File: config.mk
export PLATFORM = sky130hd
export DESIGN_NAME = timer16_compare_capture_irq
export DESIGN_NICKNAME = d
export VERILOG_FILES = /design/src/compare_unit.v /design/src/pin_sync.v /design/src/timer16_compare_capture_irq.v
export VERILOG_INCLUDE_DIRS = /design/src
export SDC_FILE = /design/constraint.sdc
export NUM_CORES = 1
export LEC_CHECK = 0
export ABC_CLOCK_PERIOD_IN_PS = 2300
export BUFFER_PORTS_ARGS = -buffer_cell sky130_fd_sc_hd__buf_2
export CORE_ASPECT_RATIO = 0.9
export CORE_MARGIN = 4
export CORE_UTILIZATION = 52
export DETAILED_ROUTE_END_ITERATION = 16
export PLACE_DENSITY = 0.8
export SLEW_MARGIN = 40
export SYNTH_ARGS = -nofsm -noshare
export SYNTH_HDL_FRONTEND = slang
export SYNTH_SLANG_ARGS = --single-unit
File: constraint.sdc
create_clock -name mclk_i -period 2.3 [get_ports mclk_i]
set_input_delay 0 -clock mclk_i [delete_from_list [all_inputs] [get_ports mclk_i]]
set_output_delay 0 -clock mclk_i [all_outputs]
set_load 0.01 [all_outputs]
File: src/timer16_consts.vh
`ifndef TIMER16_CONSTS_VH
`define TIMER16_CONSTS_VH

// Data-space offsets of the timer registers.
`define ADDR_IRQ_FLAGS 8'h36
`define IO_OFFSET_SHIFT 8'h20
`define ADDR_IRQ_MASK 8'h6F
`define ADDR_CAP_LOW 8'h86
`define ADDR_CAP_HIGH 8'h87
`define ADDR_CMP_A_LOW 8'h88
`define ADDR_CMP_A_HIGH 8'h89
`define ADDR_CMP_B_LOW 8'h8A
`define ADDR_CMP_B_HIGH 8'h8B

// Flag and mask bit positions.
`define BIT_CAPTURE 5
`define BIT_MATCH_B 2
`define BIT_MATCH_A 1
`define BIT_OVERFLOW 0
`define FLAG_MASK 8'h27

// Reset values.
`define RST_BYTE 8'h00
`define RST_WORD 16'h0000

// Waveform modes; the four ICR ones count up to the capture register.
`define WGM_PWM_FC_ICR 4'h8
`define WGM_PWM_PC_ICR 4'hA
`define WGM_CTC_ICR 4'hC
`define WGM_FAST_ICR 4'hE
`define WGM_NORMAL 4'h0
`define WGM_CTC_OCR 4'h4

`endif

File: src/compare_unit.v
`timescale 1ns/1ns
`default_nettype none
// One compare channel: equality of counter and compare value, registered
// so the flag rises in the timer clock cycle after the match.
module compare_unit (
  input wire mclk_i,
  input wire sys_rst_i,
  input wire tick_i,
  input wire block_i,
  input wire [15:0] counter_i,
  input wire [15:0] compare_i,
  output reg match_o
);
  always @(posedge mclk_i) begin
    if (sys_rst_i) begin
      match_o <= 1'b0;
    end else begin
      // compare on each tick not blocked by a counter write.
      match_o <= tick_i && !block_i && (counter_i == compare_i);
    end
  end
endmodule
`default_nettype wire

File: src/pin_sync.v
`timescale 1ns/1ns
`default_nettype none
// Three-stage synchroniser; a change is accepted once stages two and
// three agree, so the first stage is read by the second only.
module pin_sync (
  input wire mclk_i,
  input wire sys_rst_i,
  input wire pin_i,
  output reg level_o
);
  reg s1_reg;
  reg s2_reg;
  reg s3_reg;
  always @(posedge mclk_i) begin
    if (sys_rst_i) begin
      s1_reg <= 1'b0;
      s2_reg <= 1'b0;
      s3_reg <= 1'b0;
      level_o <= 1'b0;
    end else begin
      s1_reg <= pin_i;
      s2_reg <= s1_reg;
      s3_reg <= s2_reg;
      if (s2_reg == s3_reg) begin
        level_o <= s3_reg;
      end
    end
  end
endmodule
`default_nettype wire

File: src/timer16_compare_capture_irq.v
// Notes on behaviour
// Both compare registers are compared against the counter every timer tick; the code skips ticks with a counter write.
// A match feeds both the interrupt flag and the channel waveform strobe.
// 16-bit registers move whole bytes via one shared temporary high byte.
// Capture request needs mask bit 5, global enable and capture flag.
// Match B request needs mask bit 2, global enable and B flag.
// Match A request needs mask bit 1, global enable and A flag.
// Overflow request needs mask bit 0, global enable and overflow flag.
// A capture event on the capture pin sets flag bit 5.
// With capture register as top, flag bit 5 sets at top.
// Capture flag clears on vector taken or on writing one.
// Match B flag bit 2 sets the tick after counter equals B.
// A forced B strobe never sets the match B flag.
// Match B flag clears on vector taken or on writing one.
// Match A flag bit 1 sets the tick after counter equals A.
// A forced A strobe never sets the match A flag.
// Match A flag clears on vector taken or on writing one.
// Overflow sets flag bit 0 in normal and CTC; else per mode.
// Overflow flag clears on vector taken or on writing one.
// Flag register answers at data offset 0x36 and I/O offset 0x16.
// Each capture event copies the counter into the capture register.
// With capture register as top, pin captures are disabled.
// Writing zero leaves flags; reserved mask and flag bits read zero.
// A hardware set beats a same-cycle write-one clear.
`timescale 1ns/1ns
`default_nettype none
`include "timer16_consts.vh"
module timer16_compare_capture_irq (
  // Clock and reset.
  input wire mclk_i,
  input wire sys_rst_i,
  // Processor register port, data-space or I/O addressing.
  input wire [7:0] addr_i,
  input wire io_space_i,
  input wire wr_i,
  input wire rd_i,
  input wire [7:0] wdata_i,
  output reg [7:0] rdata_o,
  // Interrupt handshake with the core.
  input wire global_irq_en_i,
  input wire ack_capture_i,
  input wire ack_match_b_i,
  input wire ack_match_a_i,
  input wire ack_overflow_i,
  output reg irq_capture_o,
  output reg irq_match_b_o,
  output reg irq_match_a_o,
  output reg irq_overflow_o,
  // Counter core side.
  input wire [15:0] counter_value_i,
  input wire timer_tick_i,
  input wire counter_write_i,
  input wire overflow_event_i,
  input wire at_top_i,
  input wire [3:0] waveform_mode_field_i,
  input wire capture_edge_rising_i,
  input wire force_match_a_strobe_i,
  input wire force_match_b_strobe_i,
  input wire capture_input_pin_i,
  // Waveform unit side.
  output reg wave_strobe_a_o,
  output reg wave_strobe_b_o,
  output reg [15:0] compare_a_value_o,
  output reg [15:0] compare_b_value_o,
  output reg [15:0] capture_value_o
);

  reg [7:0] temp_high_reg;
  reg [7:0] temp_high_next;
  reg [15:0] compare_a_reg;
  reg [15:0] compare_a_next;
  reg [15:0] compare_b_reg;
  reg [15:0] compare_b_next;
  reg [15:0] capture_reg;
  reg [15:0] capture_next;
  reg [7:0] mask_reg;
  reg [7:0] mask_next;
  reg [7:0] flags_reg;
  reg [7:0] flags_next;
  reg [7:0] rdata_next;
  reg pin_prev_reg;
  reg capture_top;
  reg pin_edge;
  reg [7:0] set_vec;
  reg [7:0] clr_vec;
  reg [7:0] eff_addr;
  wire pin_level;
  wire match_a;
  wire match_b;

  // Short I/O addresses sit 0x20 below the data-space offsets.
  function [7:0] to_data_addr;
    input [7:0] a;
    input io;
    begin
      to_data_addr = io ? (a + `IO_OFFSET_SHIFT) : a;
    end
  endfunction

  function uses_capture_top;
    input [3:0] mode;
    begin
      uses_capture_top = (mode == `WGM_PWM_FC_ICR) ||
        (mode == `WGM_PWM_PC_ICR) || (mode == `WGM_CTC_ICR) ||
        (mode == `WGM_FAST_ICR);
    end
  endfunction

  pin_sync u_pin_sync (
    .mclk_i(mclk_i),
    .sys_rst_i(sys_rst_i),
    .pin_i(capture_input_pin_i),
    .level_o(pin_level)
  );

  compare_unit u_cmp_a (
    .mclk_i(mclk_i),
    .sys_rst_i(sys_rst_i),
    .tick_i(timer_tick_i),
    .block_i(counter_write_i),
    .counter_i(counter_value_i),
    .compare_i(compare_a_reg),
    .match_o(match_a)
  );

  compare_unit u_cmp_b (
    .mclk_i(mclk_i),
    .sys_rst_i(sys_rst_i),
    .tick_i(timer_tick_i),
    .block_i(counter_write_i),
    .counter_i(counter_value_i),
    .compare_i(compare_b_reg),
    .match_o(match_b)
  );

  always @* begin
    eff_addr = to_data_addr(addr_i, io_space_i);
    capture_top = uses_capture_top(waveform_mode_field_i);
    // pin disconnected at top.
    pin_edge = !capture_top && (pin_level != pin_prev_reg) &&
      (pin_level == capture_edge_rising_i);
    set_vec = 8'h00;
    // pin capture sets flag.
    set_vec[`BIT_CAPTURE] = pin_edge ||
      // top reached sets flag.
      (capture_top && at_top_i);
    // registered B match.
    set_vec[`BIT_MATCH_B] = match_b;
    // registered A match.
    set_vec[`BIT_MATCH_A] = match_a;
    // overflow event input sets flag, mode not used here.
    set_vec[`BIT_OVERFLOW] = overflow_event_i;
    clr_vec = 8'h00;
    clr_vec[`BIT_CAPTURE] = ack_capture_i;
    clr_vec[`BIT_MATCH_B] = ack_match_b_i;
    clr_vec[`BIT_MATCH_A] = ack_match_a_i;
    clr_vec[`BIT_OVERFLOW] = ack_overflow_i;
    // flag register decode.
    if (wr_i && eff_addr == `ADDR_IRQ_FLAGS) begin
      // zeros leave flags.
      clr_vec = clr_vec | wdata_i;
    end
    // capture flag clearing.
    // match B flag clearing.
    // match A flag clearing.
    // overflow flag clearing.
    // set beats clear.
    flags_next = ((flags_reg & ~clr_vec) | set_vec) & `FLAG_MASK;

    mask_next = mask_reg;
    temp_high_next = temp_high_reg;
    compare_a_next = compare_a_reg;
    compare_b_next = compare_b_reg;
    capture_next = capture_reg;
    // copy counter on capture.
    if (pin_edge) begin
      capture_next = counter_value_i;
    end
    if (wr_i) begin
      case (eff_addr)
        `ADDR_IRQ_MASK: begin
          mask_next = wdata_i & `FLAG_MASK;
        end
        // high byte into shared temp.
        `ADDR_CAP_HIGH, `ADDR_CMP_A_HIGH, `ADDR_CMP_B_HIGH: begin
          temp_high_next = wdata_i;
        end
        `ADDR_CAP_LOW: begin
          capture_next = {temp_high_reg, wdata_i};
        end
        `ADDR_CMP_A_LOW: begin
          compare_a_next = {temp_high_reg, wdata_i};
        end
        `ADDR_CMP_B_LOW: begin
          compare_b_next = {temp_high_reg, wdata_i};
        end
        default: begin
          temp_high_next = temp_high_reg;
        end
      endcase
    end

    rdata_next = `RST_BYTE;
    if (rd_i) begin
      case (eff_addr)
        `ADDR_IRQ_FLAGS: rdata_next = flags_reg;
        `ADDR_IRQ_MASK: rdata_next = mask_reg;
        `ADDR_CAP_HIGH: rdata_next = temp_high_reg;
        `ADDR_CAP_LOW: rdata_next = capture_reg[7:0];
        `ADDR_CMP_A_LOW: rdata_next = compare_a_reg[7:0];
        `ADDR_CMP_A_HIGH: rdata_next = compare_a_reg[15:8];
        `ADDR_CMP_B_LOW: rdata_next = compare_b_reg[7:0];
        `ADDR_CMP_B_HIGH: rdata_next = compare_b_reg[15:8];
        default: rdata_next = `RST_BYTE;
      endcase
    end
    // capture low-byte read latches high byte into temp.
    if (rd_i && eff_addr == `ADDR_CAP_LOW) begin
      temp_high_next = capture_reg[15:8];
    end
  end

  always @(posedge mclk_i) begin
    if (sys_rst_i) begin
      temp_high_reg <= `RST_BYTE;
      compare_a_reg <= `RST_WORD;
      compare_b_reg <= `RST_WORD;
      capture_reg <= `RST_WORD;
      mask_reg <= `RST_BYTE;
      flags_reg <= `RST_BYTE;
      pin_prev_reg <= 1'b0;
      rdata_o <= `RST_BYTE;
      irq_capture_o <= 1'b0;
      irq_match_b_o <= 1'b0;
      irq_match_a_o <= 1'b0;
      irq_overflow_o <= 1'b0;
      wave_strobe_a_o <= 1'b0;
      wave_strobe_b_o <= 1'b0;
      compare_a_value_o <= `RST_WORD;
      compare_b_value_o <= `RST_WORD;
      capture_value_o <= `RST_WORD;
    end else begin
      temp_high_reg <= temp_high_next;
      compare_a_reg <= compare_a_next;
      compare_b_reg <= compare_b_next;
      capture_reg <= capture_next;
      mask_reg <= mask_next;
      flags_reg <= flags_next;
      pin_prev_reg <= pin_level;
      rdata_o <= rdata_next;
      // capture request gating.
      irq_capture_o <= mask_next[`BIT_CAPTURE] && global_irq_en_i &&
        flags_next[`BIT_CAPTURE];
      // match B request gating.
      irq_match_b_o <= mask_next[`BIT_MATCH_B] && global_irq_en_i &&
        flags_next[`BIT_MATCH_B];
      // match A request gating.
      irq_match_a_o <= mask_next[`BIT_MATCH_A] && global_irq_en_i &&
        flags_next[`BIT_MATCH_A];
      // overflow request gating.
      irq_overflow_o <= mask_next[`BIT_OVERFLOW] && global_irq_en_i &&
        flags_next[`BIT_OVERFLOW];
      // match also drives waveform.
      // forced A bypasses flag.
      wave_strobe_a_o <= match_a || force_match_a_strobe_i;
      // forced B bypasses flag.
      wave_strobe_b_o <= match_b || force_match_b_strobe_i;
      compare_a_value_o <= compare_a_next;
      compare_b_value_o <= compare_b_next;
      capture_value_o <= capture_next;
    end
  end

endmodule
`default_nettype wire

==> key figures, run 1 <==
Status
  • Status: completed

Setup path
  • CP startpoint: u_pin_sync.level_o
  • Reg2reg end: capture_reg[0]
  • WP data required: 2.51 ns
  • Crit end category: flip-flop
  • RR Startpoint: u_pin_sync.level_o
  • WS Path Type: flip-flop to flip-flop
  • Flop-to-flop setup slack: 0.46 ns
  • Critical path peak fanout: 17
  • Arrival time worst endpoint: 2.04 ns
  • Worst r2r path cells: 5
  • Startpoint Class: flip-flop
  • Worst setup path endpoint: capture_reg[0]

Clock tree
  • Clock sinks: 85
  • Clk buf depth: 2
  • Root Buffer: clkbuf_8
  • Worst-skew pair later-pin latency: 0.36 ns
  • CTS tree: yes
  • Htree depth: 3
  • Total CTS buffers: 9
  • Clock transition at path regs: 0.09 ns
  • Post-CTS setup buffers: 0

Power and ir drop
  • Peak VDD IR: 311 uV
  • Leak: 2.29 nW
  • P per Cell Area: 534 mW/mm^2

Final layout
  • P&R area growth vs syn: 25.9%
  • Final cell count without fillers: 674
  • # fillers: 624
  • NumNets Final: 628
  • Diode count: 0
  • Share of layout cells above drive strength 1: 0.279

Yosys
  • Post-synth EDFFs: 0
  • Synth async-reset ratio: 0
  • Mean Syn Cell Area: 9.36 um^2
  • Synthesized Nets: 497
  • Cells after synthesis: 442
  • Top_reg_cell synth: dfxtp_1
  • Netlist cell types: 46
  • Sequential area share after synthesis: 0.411
  • Synth warn: 0
  • Synthesized area: 0.00414 mm^2
  • Synth area leader: dfxtp_1
  • Top-area cell type share of the netlist area: 0.411
  • #FFs+latches synth: 85
  • Dominant cells by area after synthesis: dfxtp_1 (41%), mux2i_1 (14%), nor2_1 (7.7%)

Routing
  • DR WL/cell: 18.3 um
  • Drt first pass iters: 4
  • Drt total wl: 12300 um
  • # DRC: 0
  • Routed via count: 3873
  • Post-DR vias/cell: 5.75
  • Final ANT Viol Nets: 0
  • Initial DRC Count: 224

Placed design
  • Cells after DPL: 638
  • Post-place setup slack: 0.140 ns
  • DP Wirelength: 9040 um
  • IO buf count: 113
  • RD Place Congestion: 0.960

Flow run
  • Total of max-cap violations: 0

Global route
  • First-pass GRT wire length: 19600 um
  • Total track usage: 0.265
  • Pin count of the biggest net entering global routing: 73
  • Vias in the first global route: 3921
  • Initial antenna violation count: 0
  • Total gr overflow: 0

Floorplanning
  • Top Ports: 116
  • Core area: 0.00766 mm^2
  • Die span in y: 92.6 um
  • Std-Cell Rows: 30
  • Starting Density: 0.540
  • Die area: 0.00945 mm^2
  • Die width: 102 um

STA
  • Crit share post-route: 0.798
  • Final setup vio count: 0
  • Worst slew pin tran: 0.750 ns
  • RSZ-0062 raised after global routing: false
  • Final WS setup: 0.464 ns
  • Crit path time final: 1.84 ns
  • Max Clk Rate: 545 MHz
  • Slew Limit Fails: 0
  • Final setup TNS: 0 ns
  • Final setup skew: 0.0111 ns
  • Final Hold Fails: 0
  • Normalized max-slew margin: 0.500

Min path
  • Worst min path class: primary input to flip-flop
==> layer usage <==
| layer | GRT usage | wire [um] | up-vias |
|---|---|---|---|
| met3 | 0.0587 | 1130 | 20 |
| met2 | 0.415 | 5630 | 205 |
| met1 | 0.359 | 5310 | 1808 |
| met5 | 0 | 0 | - |
| li1 | - | - | 1840 |
| met4 | 0.0962 | 227 | 0 |
==> what timing repair did <==
action                                 4_1_cts  5_1_grt
endpoints found under the hold margin       37        0
gates resized for setup                      0        0
hold buffers                                20        0
==> report_power, final <==
part | total (mW) | switching [mW] | internal (mW)
registers | 1.48 | 0.00554 | 1.48
clock network | 1.04 | 0.539 | 0.500
logic | 0.258 | 0.146 | 0.112
total | 2.78 | 0.691 | 2.09
==> cell usage after synthesis, types with 4 or more instances <==
cell / instances
mux2i_1: 56
nand3_1: 4
nand4_1: 5
nor3_1: 9
nor4_1: 7
nand2_1: 14
clkbuf_1: 15
inv_1: 13
buf_2: 4
a22oi_1: 8
xor2_1: 17
a2111oi_0: 8
nor2_1: 85
o21ai_0: 5
and3b_1: 4
mux2_2: 8
dfxtp_1: 85
mux4_2: 4
xnor2_1: 17
a211oi_1: 18
a32oi_1: 4
nand2b_1: 5
nor2b_1: 6
a31oi_1: 7
==> cell families after synthesis <==
group | Yosys count | synth area share
AO/OA/AOI/OAI | 59 | 0.107
buffers and inverters | 38 | 0.0420
AND/OR/NAND/NOR | 157 | 0.185
flip-flops | 85 | 0.411
adder cells (fa/ha/maj) | 1 | 0.00302
multiplexers | 68 | 0.179
XOR/XNOR | 34 | 0.0720
==> cell usage in the layout, fill, tap and decap left out, types with 9 or more instances in the layout <==
cell and instances:
buf_2 113, dlygate4sd3_1 20, dfxtp_1 85, inv_1 13, xor2_1 17, a211oi_1 18
nor2_1 85, mux2i_1 56, buf_4 11, xnor2_1 17, nand2_1 14, clkbuf_8 9
==> worst min-delay path by stage <==
stage,cells past startpoint,from,end
after floorplan,2,force_match_a_strobe_i,wave_strobe_a_o
after global placement,3,force_match_a_strobe_i,wave_strobe_a_o
after detailed placement,3,force_match_a_strobe_i,wave_strobe_a_o
after CTS,3,counter_value_i[10],capture_reg[10]
after global routing,3,counter_value_i[9],capture_reg[9]
final,3,counter_value_i[9],capture_reg[9]
==> worst max-delay path: stages (launching register included) <==
cell and delay, ns:
dfxtp_1 0.34, or3b_2 0.48, a21oi_2 0.14, buf_4 0.35, mux2i_1 0.27, a211oi_1 0.10
==> stage by stage <==
step           instance area, um^2  total power [mW]  utilization  hold slack, ns
2_1_floorplan                 4140              1.63            -           0.116
3_3_place_gp                  4810              1.74        0.628           0.208
3_5_place_dp                  4820              1.75        0.629           0.219
4_1_cts                       5210              2.80        0.680          0.0165
5_1_grt                       5210              2.87        0.680          0.0298
6_report                      5210              2.78        0.680          0.0265
==> layout make-up <==
type                       count  area, um^2  share of cell area
clock buffer                  10         128              0.0245
clock inverter                 6        63.8              0.0123
inverter                      13        48.8             0.00937
multi-input combinational    319        2280               0.437
sequential                    85        1700               0.327
tap                           96         120              0.0231
timing repair buffer         145         868               0.167
Note: power is estimated with default switching activity, not from simulation.
==> run 2: changes to the inputs <==
- ABC_CLOCK_PERIOD_IN_PS: 2300 -> 1800
- clock period: 2.3 -> 1.8 ns (I/O delays scaled with it)
==> run 2 against run 1 <==
Clock skew shrank 0.0043 ns. First-iteration DRC count grew 51%. Sequential share of layout area shrank 0.85 points. Hold slack lost 0.0051 ns. Utilization grew 1.8 points. Critical path type unchanged.
==> key figures, run 2 (synthesized netlist as in run 1, its figures left out) <==
Global route
  • Pin count of the biggest net entering global routing: 62 (-15%)
  • First-pass GRT wire length: 19400 um (-1.4%)
  • Initial antenna violation count: 0 (unchanged)
  • Total track usage: 0.264 (-0.00168)
  • Vias in the first global route: 3722 (-5.1%)
  • Total gr overflow: 0 (unchanged)

Placed design
  • IO buf count: 113 (unchanged)
  • Cells after DPL: 650 (+1.9%)
  • DP Wirelength: 9170 um (+1.4%)
  • Post-place setup slack: -0.205 ns (-0.346 ns)
  • RD Place Congestion: 0.974 (+1.5%)

Routing
  • Routed via count: 4008 (+3.5%)
  • Drt total wl: 12600 um (+2.7%)
  • Initial DRC Count: 339 (+51%)
  • DR WL/cell: 18.4 um (+0.90%)
  • Drt first pass iters: 5 (+1)
  • Post-DR vias/cell: 5.84 (+1.7%)
  • Final ANT Viol Nets: 0 (unchanged)
  • # DRC: 0 (unchanged)

STA
  • Max Clk Rate: 566 MHz (+3.9%)
  • Crit path time final: 1.77 ns (-0.0693 ns)
  • Slew Limit Fails: 0 (unchanged)
  • RSZ-0062 raised after global routing: false
  • Final setup vio count: 0 (unchanged)
  • Final setup skew: 0.00680 ns (-0.00428 ns)
  • Worst slew pin tran: 0.650 ns (-0.100 ns)
  • Normalized max-slew margin: 0.567 (+0.0670)
  • Crit share post-route: 0.982 (+0.183)
  • Final WS setup: 0.0331 ns (-0.431 ns)
  • Final Hold Fails: 0 (unchanged)

Clock tree
  • Htree depth: 3 (unchanged)
  • CTS tree: yes
  • Clock transition at path regs: 0.09 ns (about the same)
  • Clock sinks: 85 (unchanged)
  • Clk buf depth: 2 (unchanged)
  • Root Buffer: clkbuf_8
  • Total CTS buffers: 9 (unchanged)
  • Worst-skew pair later-pin latency: 0.36 ns (about the same)

Floorplanning
  • Core area: 0.00766 mm^2 (unchanged)
  • Die area: 0.00945 mm^2 (unchanged)
  • Top Ports: 116 (unchanged)
  • Die width: 102 um (unchanged)
  • Starting Density: 0.540 (unchanged)
  • Std-Cell Rows: 30 (unchanged)
  • Die span in y: 92.6 um (unchanged)

Setup path
  • WS Path Type: flip-flop to flip-flop
  • Critical path depth: 5 (unchanged)
  • Crit end category: flip-flop
  • Buf/Inv on CP: 1 (unchanged)
  • Startpoint Class: flip-flop
  • WP data required: 2.03 ns (-0.48 ns)
  • Worst r2r path cells: 5 (unchanged)
  • Arrival time worst endpoint: 1.99 ns (-0.05 ns)
  • Critical path's top delay family: simple AND/OR/NAND/NOR gates
  • Critical Path Max Stage Delay: 0.51 ns (+0.03 ns)
  • Cells along the critical path: or3b_2 > a21oi_4 > buf_12 > mux2i_4 > a211oi_2
  • Critical path peak fanout: 17 (unchanged)
  • Slowest CP cell: or3b_2

Final layout
  • Share of layout cells above drive strength 1: 0.303 (+0.0248)
  • P&R area growth vs syn: 29.2%
  • Final cell count without fillers: 686 (+1.8%)
  • Commonest non-fill, non-tap cells in the layout: buf_2 (113), nor2_1 (85), dfxtp_1 (85)
  • Diode count: 0 (unchanged)
  • Most common cell after layout, fill and taps aside: buf_2
  • NumNets Final: 640 (+1.9%)
  • # fillers: 610 (-2.2%)

Power and ir drop
  • Leak: 2.37 nW (+3.4%)
  • Peak VDD IR: 702 uV (+130%)
  • P per Cell Area: 650 mW/mm^2 (+22%)

Flow run
  • Total of max-cap violations: 0 (unchanged)

Min path
  • Worst min path class: primary input to flip-flop
  • Worst hold stages: 3 (unchanged)

Status
  • Status: completed
==> run 2: cell types whose count changed in the layout (fill, tap and decap cells not counted), sizes merged <==
cell,change
buf,+12
dlygate4sd3,-1
dlymetal6s4s,+1
bufinv,-1
inv,+1
clkinv,+1
clkbuf,-1
==> run 2: final cells by class <==
cell class	count	area, um^2	area share
clock buffers	9	124	0.0232
clock inverters	7	51.3	0.00960
inverters	13	48.8	0.00913
multi-input cells	319	2330	0.435
flip-flops and latches	85	1700	0.318
well taps	96	120	0.0225
repair buffers	157	973	0.182
==> run 2: final timing paths <==
| kind | slack, ns | endpoint | startpoint |
|---|---|---|---|
| setup / recovery | 0.03 | capture_reg[4] | u_pin_sync.level_o |
| hold / removal | 0.02 | capture_reg[13] | counter_value_i[13] |
| setup reg to reg | 0.03 | capture_reg[4] | u_pin_sync.level_o |
| hold reg to reg | 0.44 | u_pin_sync.s2_reg | u_pin_sync.s1_reg |
==> run 2: tightest hold or removal path, delay by kind of cell <==
| kind | cells | cell delay, ns |
|---|---|---|
| mux | 1 | 0.13 |
| buf+inv | 1 | 0.13 |
| compound gates | 1 | 0.08 |
==> run 2: per-stage QoR <==
step                      cell area [um^2]  utilization  setup TNS (ns)  hold slack (ns)  total power [mW]
after floorplan                       4170            -          -0.218            0.116              2.09
after global placement                4930        0.644           -1.19            0.209              2.24
after detailed placement              4930        0.644           -3.77            0.220              2.25
after CTS                             5300        0.693               0          0.00768              3.48
after global routing                  5350        0.698               0           0.0298              3.58
final                                 5350        0.698               0           0.0214              3.47
==> run 2: power breakdown <==
group	switching (mW)	total [mW]	internal, mW
clock network	0.716	1.22	0.505
logic	0.196	0.358	0.162
registers	0.00734	1.90	1.89
==> run 2: timing repair <==
| item | in CTS | in global routing |
|---|---|---|
| setup endpoints to repair | 0 | 3 |
| hold endpoints to repair | 46 | 0 |
| buffers inserted | 0 | 0 |
| resized for setup | 0 | 8 |
| hold buffers | 20 | 0 |
==> run 2: metal layers <==
layer / vias up / wire (um) / GRT usage
met2: 219 / 5790 / 0.410
met4: 0 / 295 / 0.0842
met3: 28 / 1320 / 0.0610
met1: 1902 / 5230 / 0.361
li1: 1859 / - / -
met5: - / 0 / 0
==> run 3: changes to the inputs <==
- RECOVER_POWER: unset -> 25
==> run 3 against run 2 <==
Maximum frequency is essentially flat. Utilization shrank 0.59 points. Clock power is essentially flat. Critical endpoint unchanged. Total power grew 0.11%. Sequential share of layout area grew 0.27 points. Count of clock-buffer cells in the layout is the same. Highest routed layer unchanged. Design area shrank 0.84%. Sequential cell count is the same. Hold slack lost 0.0011 ns. Worst setup slack is essentially flat. Register-to-register slack is essentially flat.
==> key figures, run 3 (synthesized netlist as in run 1, its figures left out) <==
Final layout
  • P&R area growth vs syn: 28.2%
  • Final cell count without fillers: 686 (unchanged)
  • Fin util: 0.692 (-0.00588)
  • Commonest non-fill, non-tap cells in the layout: nor2_1 (85), dfxtp_1 (85), buf_2 (77)
  • Share of layout cells above drive strength 1: 0.242 (-0.0610)
  • NumNets Final: 640 (unchanged)
  • Diode count: 0 (unchanged)

Clock tree
  • Clk buf depth: 2 (unchanged)
  • CTS tree: yes
  • Total CTS buffers: 9 (unchanged)
  • Clock transition at path regs: 0.09 ns (about the same)
  • Clock sinks: 85 (unchanged)
  • Post-CTS setup buffers: 0 (unchanged)
  • Htree depth: 3 (unchanged)
  • Root Buffer: clkbuf_8
  • Worst-skew pair later-pin latency: 0.36 ns (about the same)

Routing
  • Initial DRC Count: 359 (+5.9%)
  • Routed via count: 4051 (+1.1%)
  • Final ANT Viol Nets: 0 (unchanged)
  • DR WL/cell: 18.5 um (+0.61%)
  • Drt total wl: 12700 um (+0.61%)
  • Drt first pass iters: 7 (+2)
  • # DRC: 0 (unchanged)
  • Post-DR vias/cell: 5.91 (+1.1%)

Power and ir drop
  • Clk pwr share: 0.352 (about the same)
  • P per Cell Area: 656 mW/mm^2 (+0.96%)
  • Power Total: 3.48 mW (+0.11%)
  • Combinational Power Share: 0.103 (about the same)
  • Sequential share of power: 0.545 (about the same)
  • Internal power: 2.56 mW (about the same)
  • Switch Pwr: 0.923 mW (+0.52%)
  • Peak VDD IR: 707 uV (+0.76%)
  • Switching share of power: 0.265 (+0.00108)
  • Leak: 2.21 nW (-6.6%)

Setup path
  • WS Path Type: flip-flop to flip-flop
  • Critical path peak fanout: 17 (unchanged)
  • Startpoint Class: flip-flop
  • Critical Path Max Stage Delay: 0.51 ns (about the same)
  • Buf/Inv on CP: 1 (unchanged)
  • Cells along the critical path: or3b_2 > a21oi_4 > buf_12 > mux2i_4 > a211oi_2
  • Critical path's top delay family: simple AND/OR/NAND/NOR gates
  • Crit end category: flip-flop
  • WP data required: 2.03 ns (about the same)
  • Slowest CP cell: or3b_2
  • Arrival time worst endpoint: 2.00 ns (about the same)

Floorplanning
  • Top Ports: 116 (unchanged)
  • Die span in y: 92.6 um (unchanged)
  • Core area: 0.00766 mm^2 (unchanged)
  • Die area: 0.00945 mm^2 (unchanged)
  • Starting Density: 0.540 (unchanged)
  • Die width: 102 um (unchanged)
  • Std-Cell Rows: 30 (unchanged)

STA
  • Minimum hold slack: 0.0203 ns (-0.00106 ns)
  • Slew Limit Fails: 0 (unchanged)
  • Final setup skew: 0.00618 ns (-0.000617 ns)
  • Final Hold Fails: 0 (unchanged)
  • Crit path time final: 1.77 ns (+0.000247 ns)
  • Final WS setup: 0.0329 ns (-0.000247 ns)
  • Worst slew pin tran: 0.649 ns (-0.000538 ns)
  • Normalized max-slew margin: 0.567 (about the same)
  • Final setup vio count: 0 (unchanged)
  • RSZ-0062 raised after global routing: false
  • Crit share post-route: 0.982 (about the same)
  • Max Clk Rate: 566 MHz (about the same)

Global route
  • Total track usage: 0.264 (unchanged)
  • Vias in the first global route: 3722 (unchanged)
  • Pin count of the biggest net entering global routing: 62 (unchanged)
  • Total gr overflow: 0 (unchanged)
  • Initial antenna violation count: 0 (unchanged)
  • First-pass GRT wire length: 19400 um (unchanged)

Placed design
  • Cells after DPL: 650 (unchanged)
  • Post-place setup slack: -0.205 ns (unchanged)
  • IO buf count: 113 (unchanged)
  • DP Wirelength: 9170 um (unchanged)
  • RD Place Congestion: 0.974 (unchanged)

Status
  • Status: completed

Min path
  • Worst min path class: primary input to flip-flop

Flow run
  • Total of max-cap violations: 0 (unchanged)
run 3: changes by cell type in the layout (fill, tap and decap cells not counted):
cell      delta
clkbuf_1    +36
buf_2       -36
run 3: layout make-up:
cell class,instances,area (um^2)
fill,629,2360
clock buffer,9,124
tap,96,120
clock inverter,7,51.3
sequential,85,1700
inverter,13,48.8
timing repair buffer,157,928
multi-input combinational,319,2330
run 3: routing by layer:
metal,vias up,global-route usage,share of wire
met3,27,0.0610,0.10
met2,240,0.410,0.46
met5,-,0,0
met1,1920,0.361,0.42
met4,0,0.0842,0.021
li1,1864,-,-
run 3: worst paths after layout:
| path | from | end | slack [ns] | depth (start not counted) |
|---|---|---|---|---|
| min | ack_match_b_i | flags_reg[2] | 0.02 | 4 |
| min reg2reg | u_pin_sync.s1_reg | u_pin_sync.s2_reg | 0.44 | 1 |
| max reg2reg | u_pin_sync.level_o | capture_reg[4] | 0.03 | 5 |
| max | u_pin_sync.level_o | capture_reg[4] | 0.03 | 5 |
run 3: power by group through the flow:
stage	combinational (mW)	sequential, mW	clock [mW]
global placement	0.304	1.94	0
finish	0.357	1.90	1.22
detailed placement	0.312	1.94	0
CTS	0.347	1.90	1.24
floorplan	0.150	1.94	0
global route	0.383	1.90	1.30
run 3: metrics by stage:
stage / TNS, ns / cell area [um^2]
final: 0 / 5300
after floorplan: -0.218 / 4170
after global placement: -1.19 / 4930
after global routing: 0 / 5300
after detailed placement: -3.77 / 4930
after CTS: 0 / 5300
run 3: timing repair:
item,CTS,global route
setup endpoints to repair,0,3
resized for setup,0,8
hold endpoints to repair,46,0
hold buffers,20,0
run 3: worst min-delay path, delay by kind of cell:
kind,cells,cell delay (ns)
buf+inv,2,0.14
simple gates,1,0.11
compound gates,1,0.09
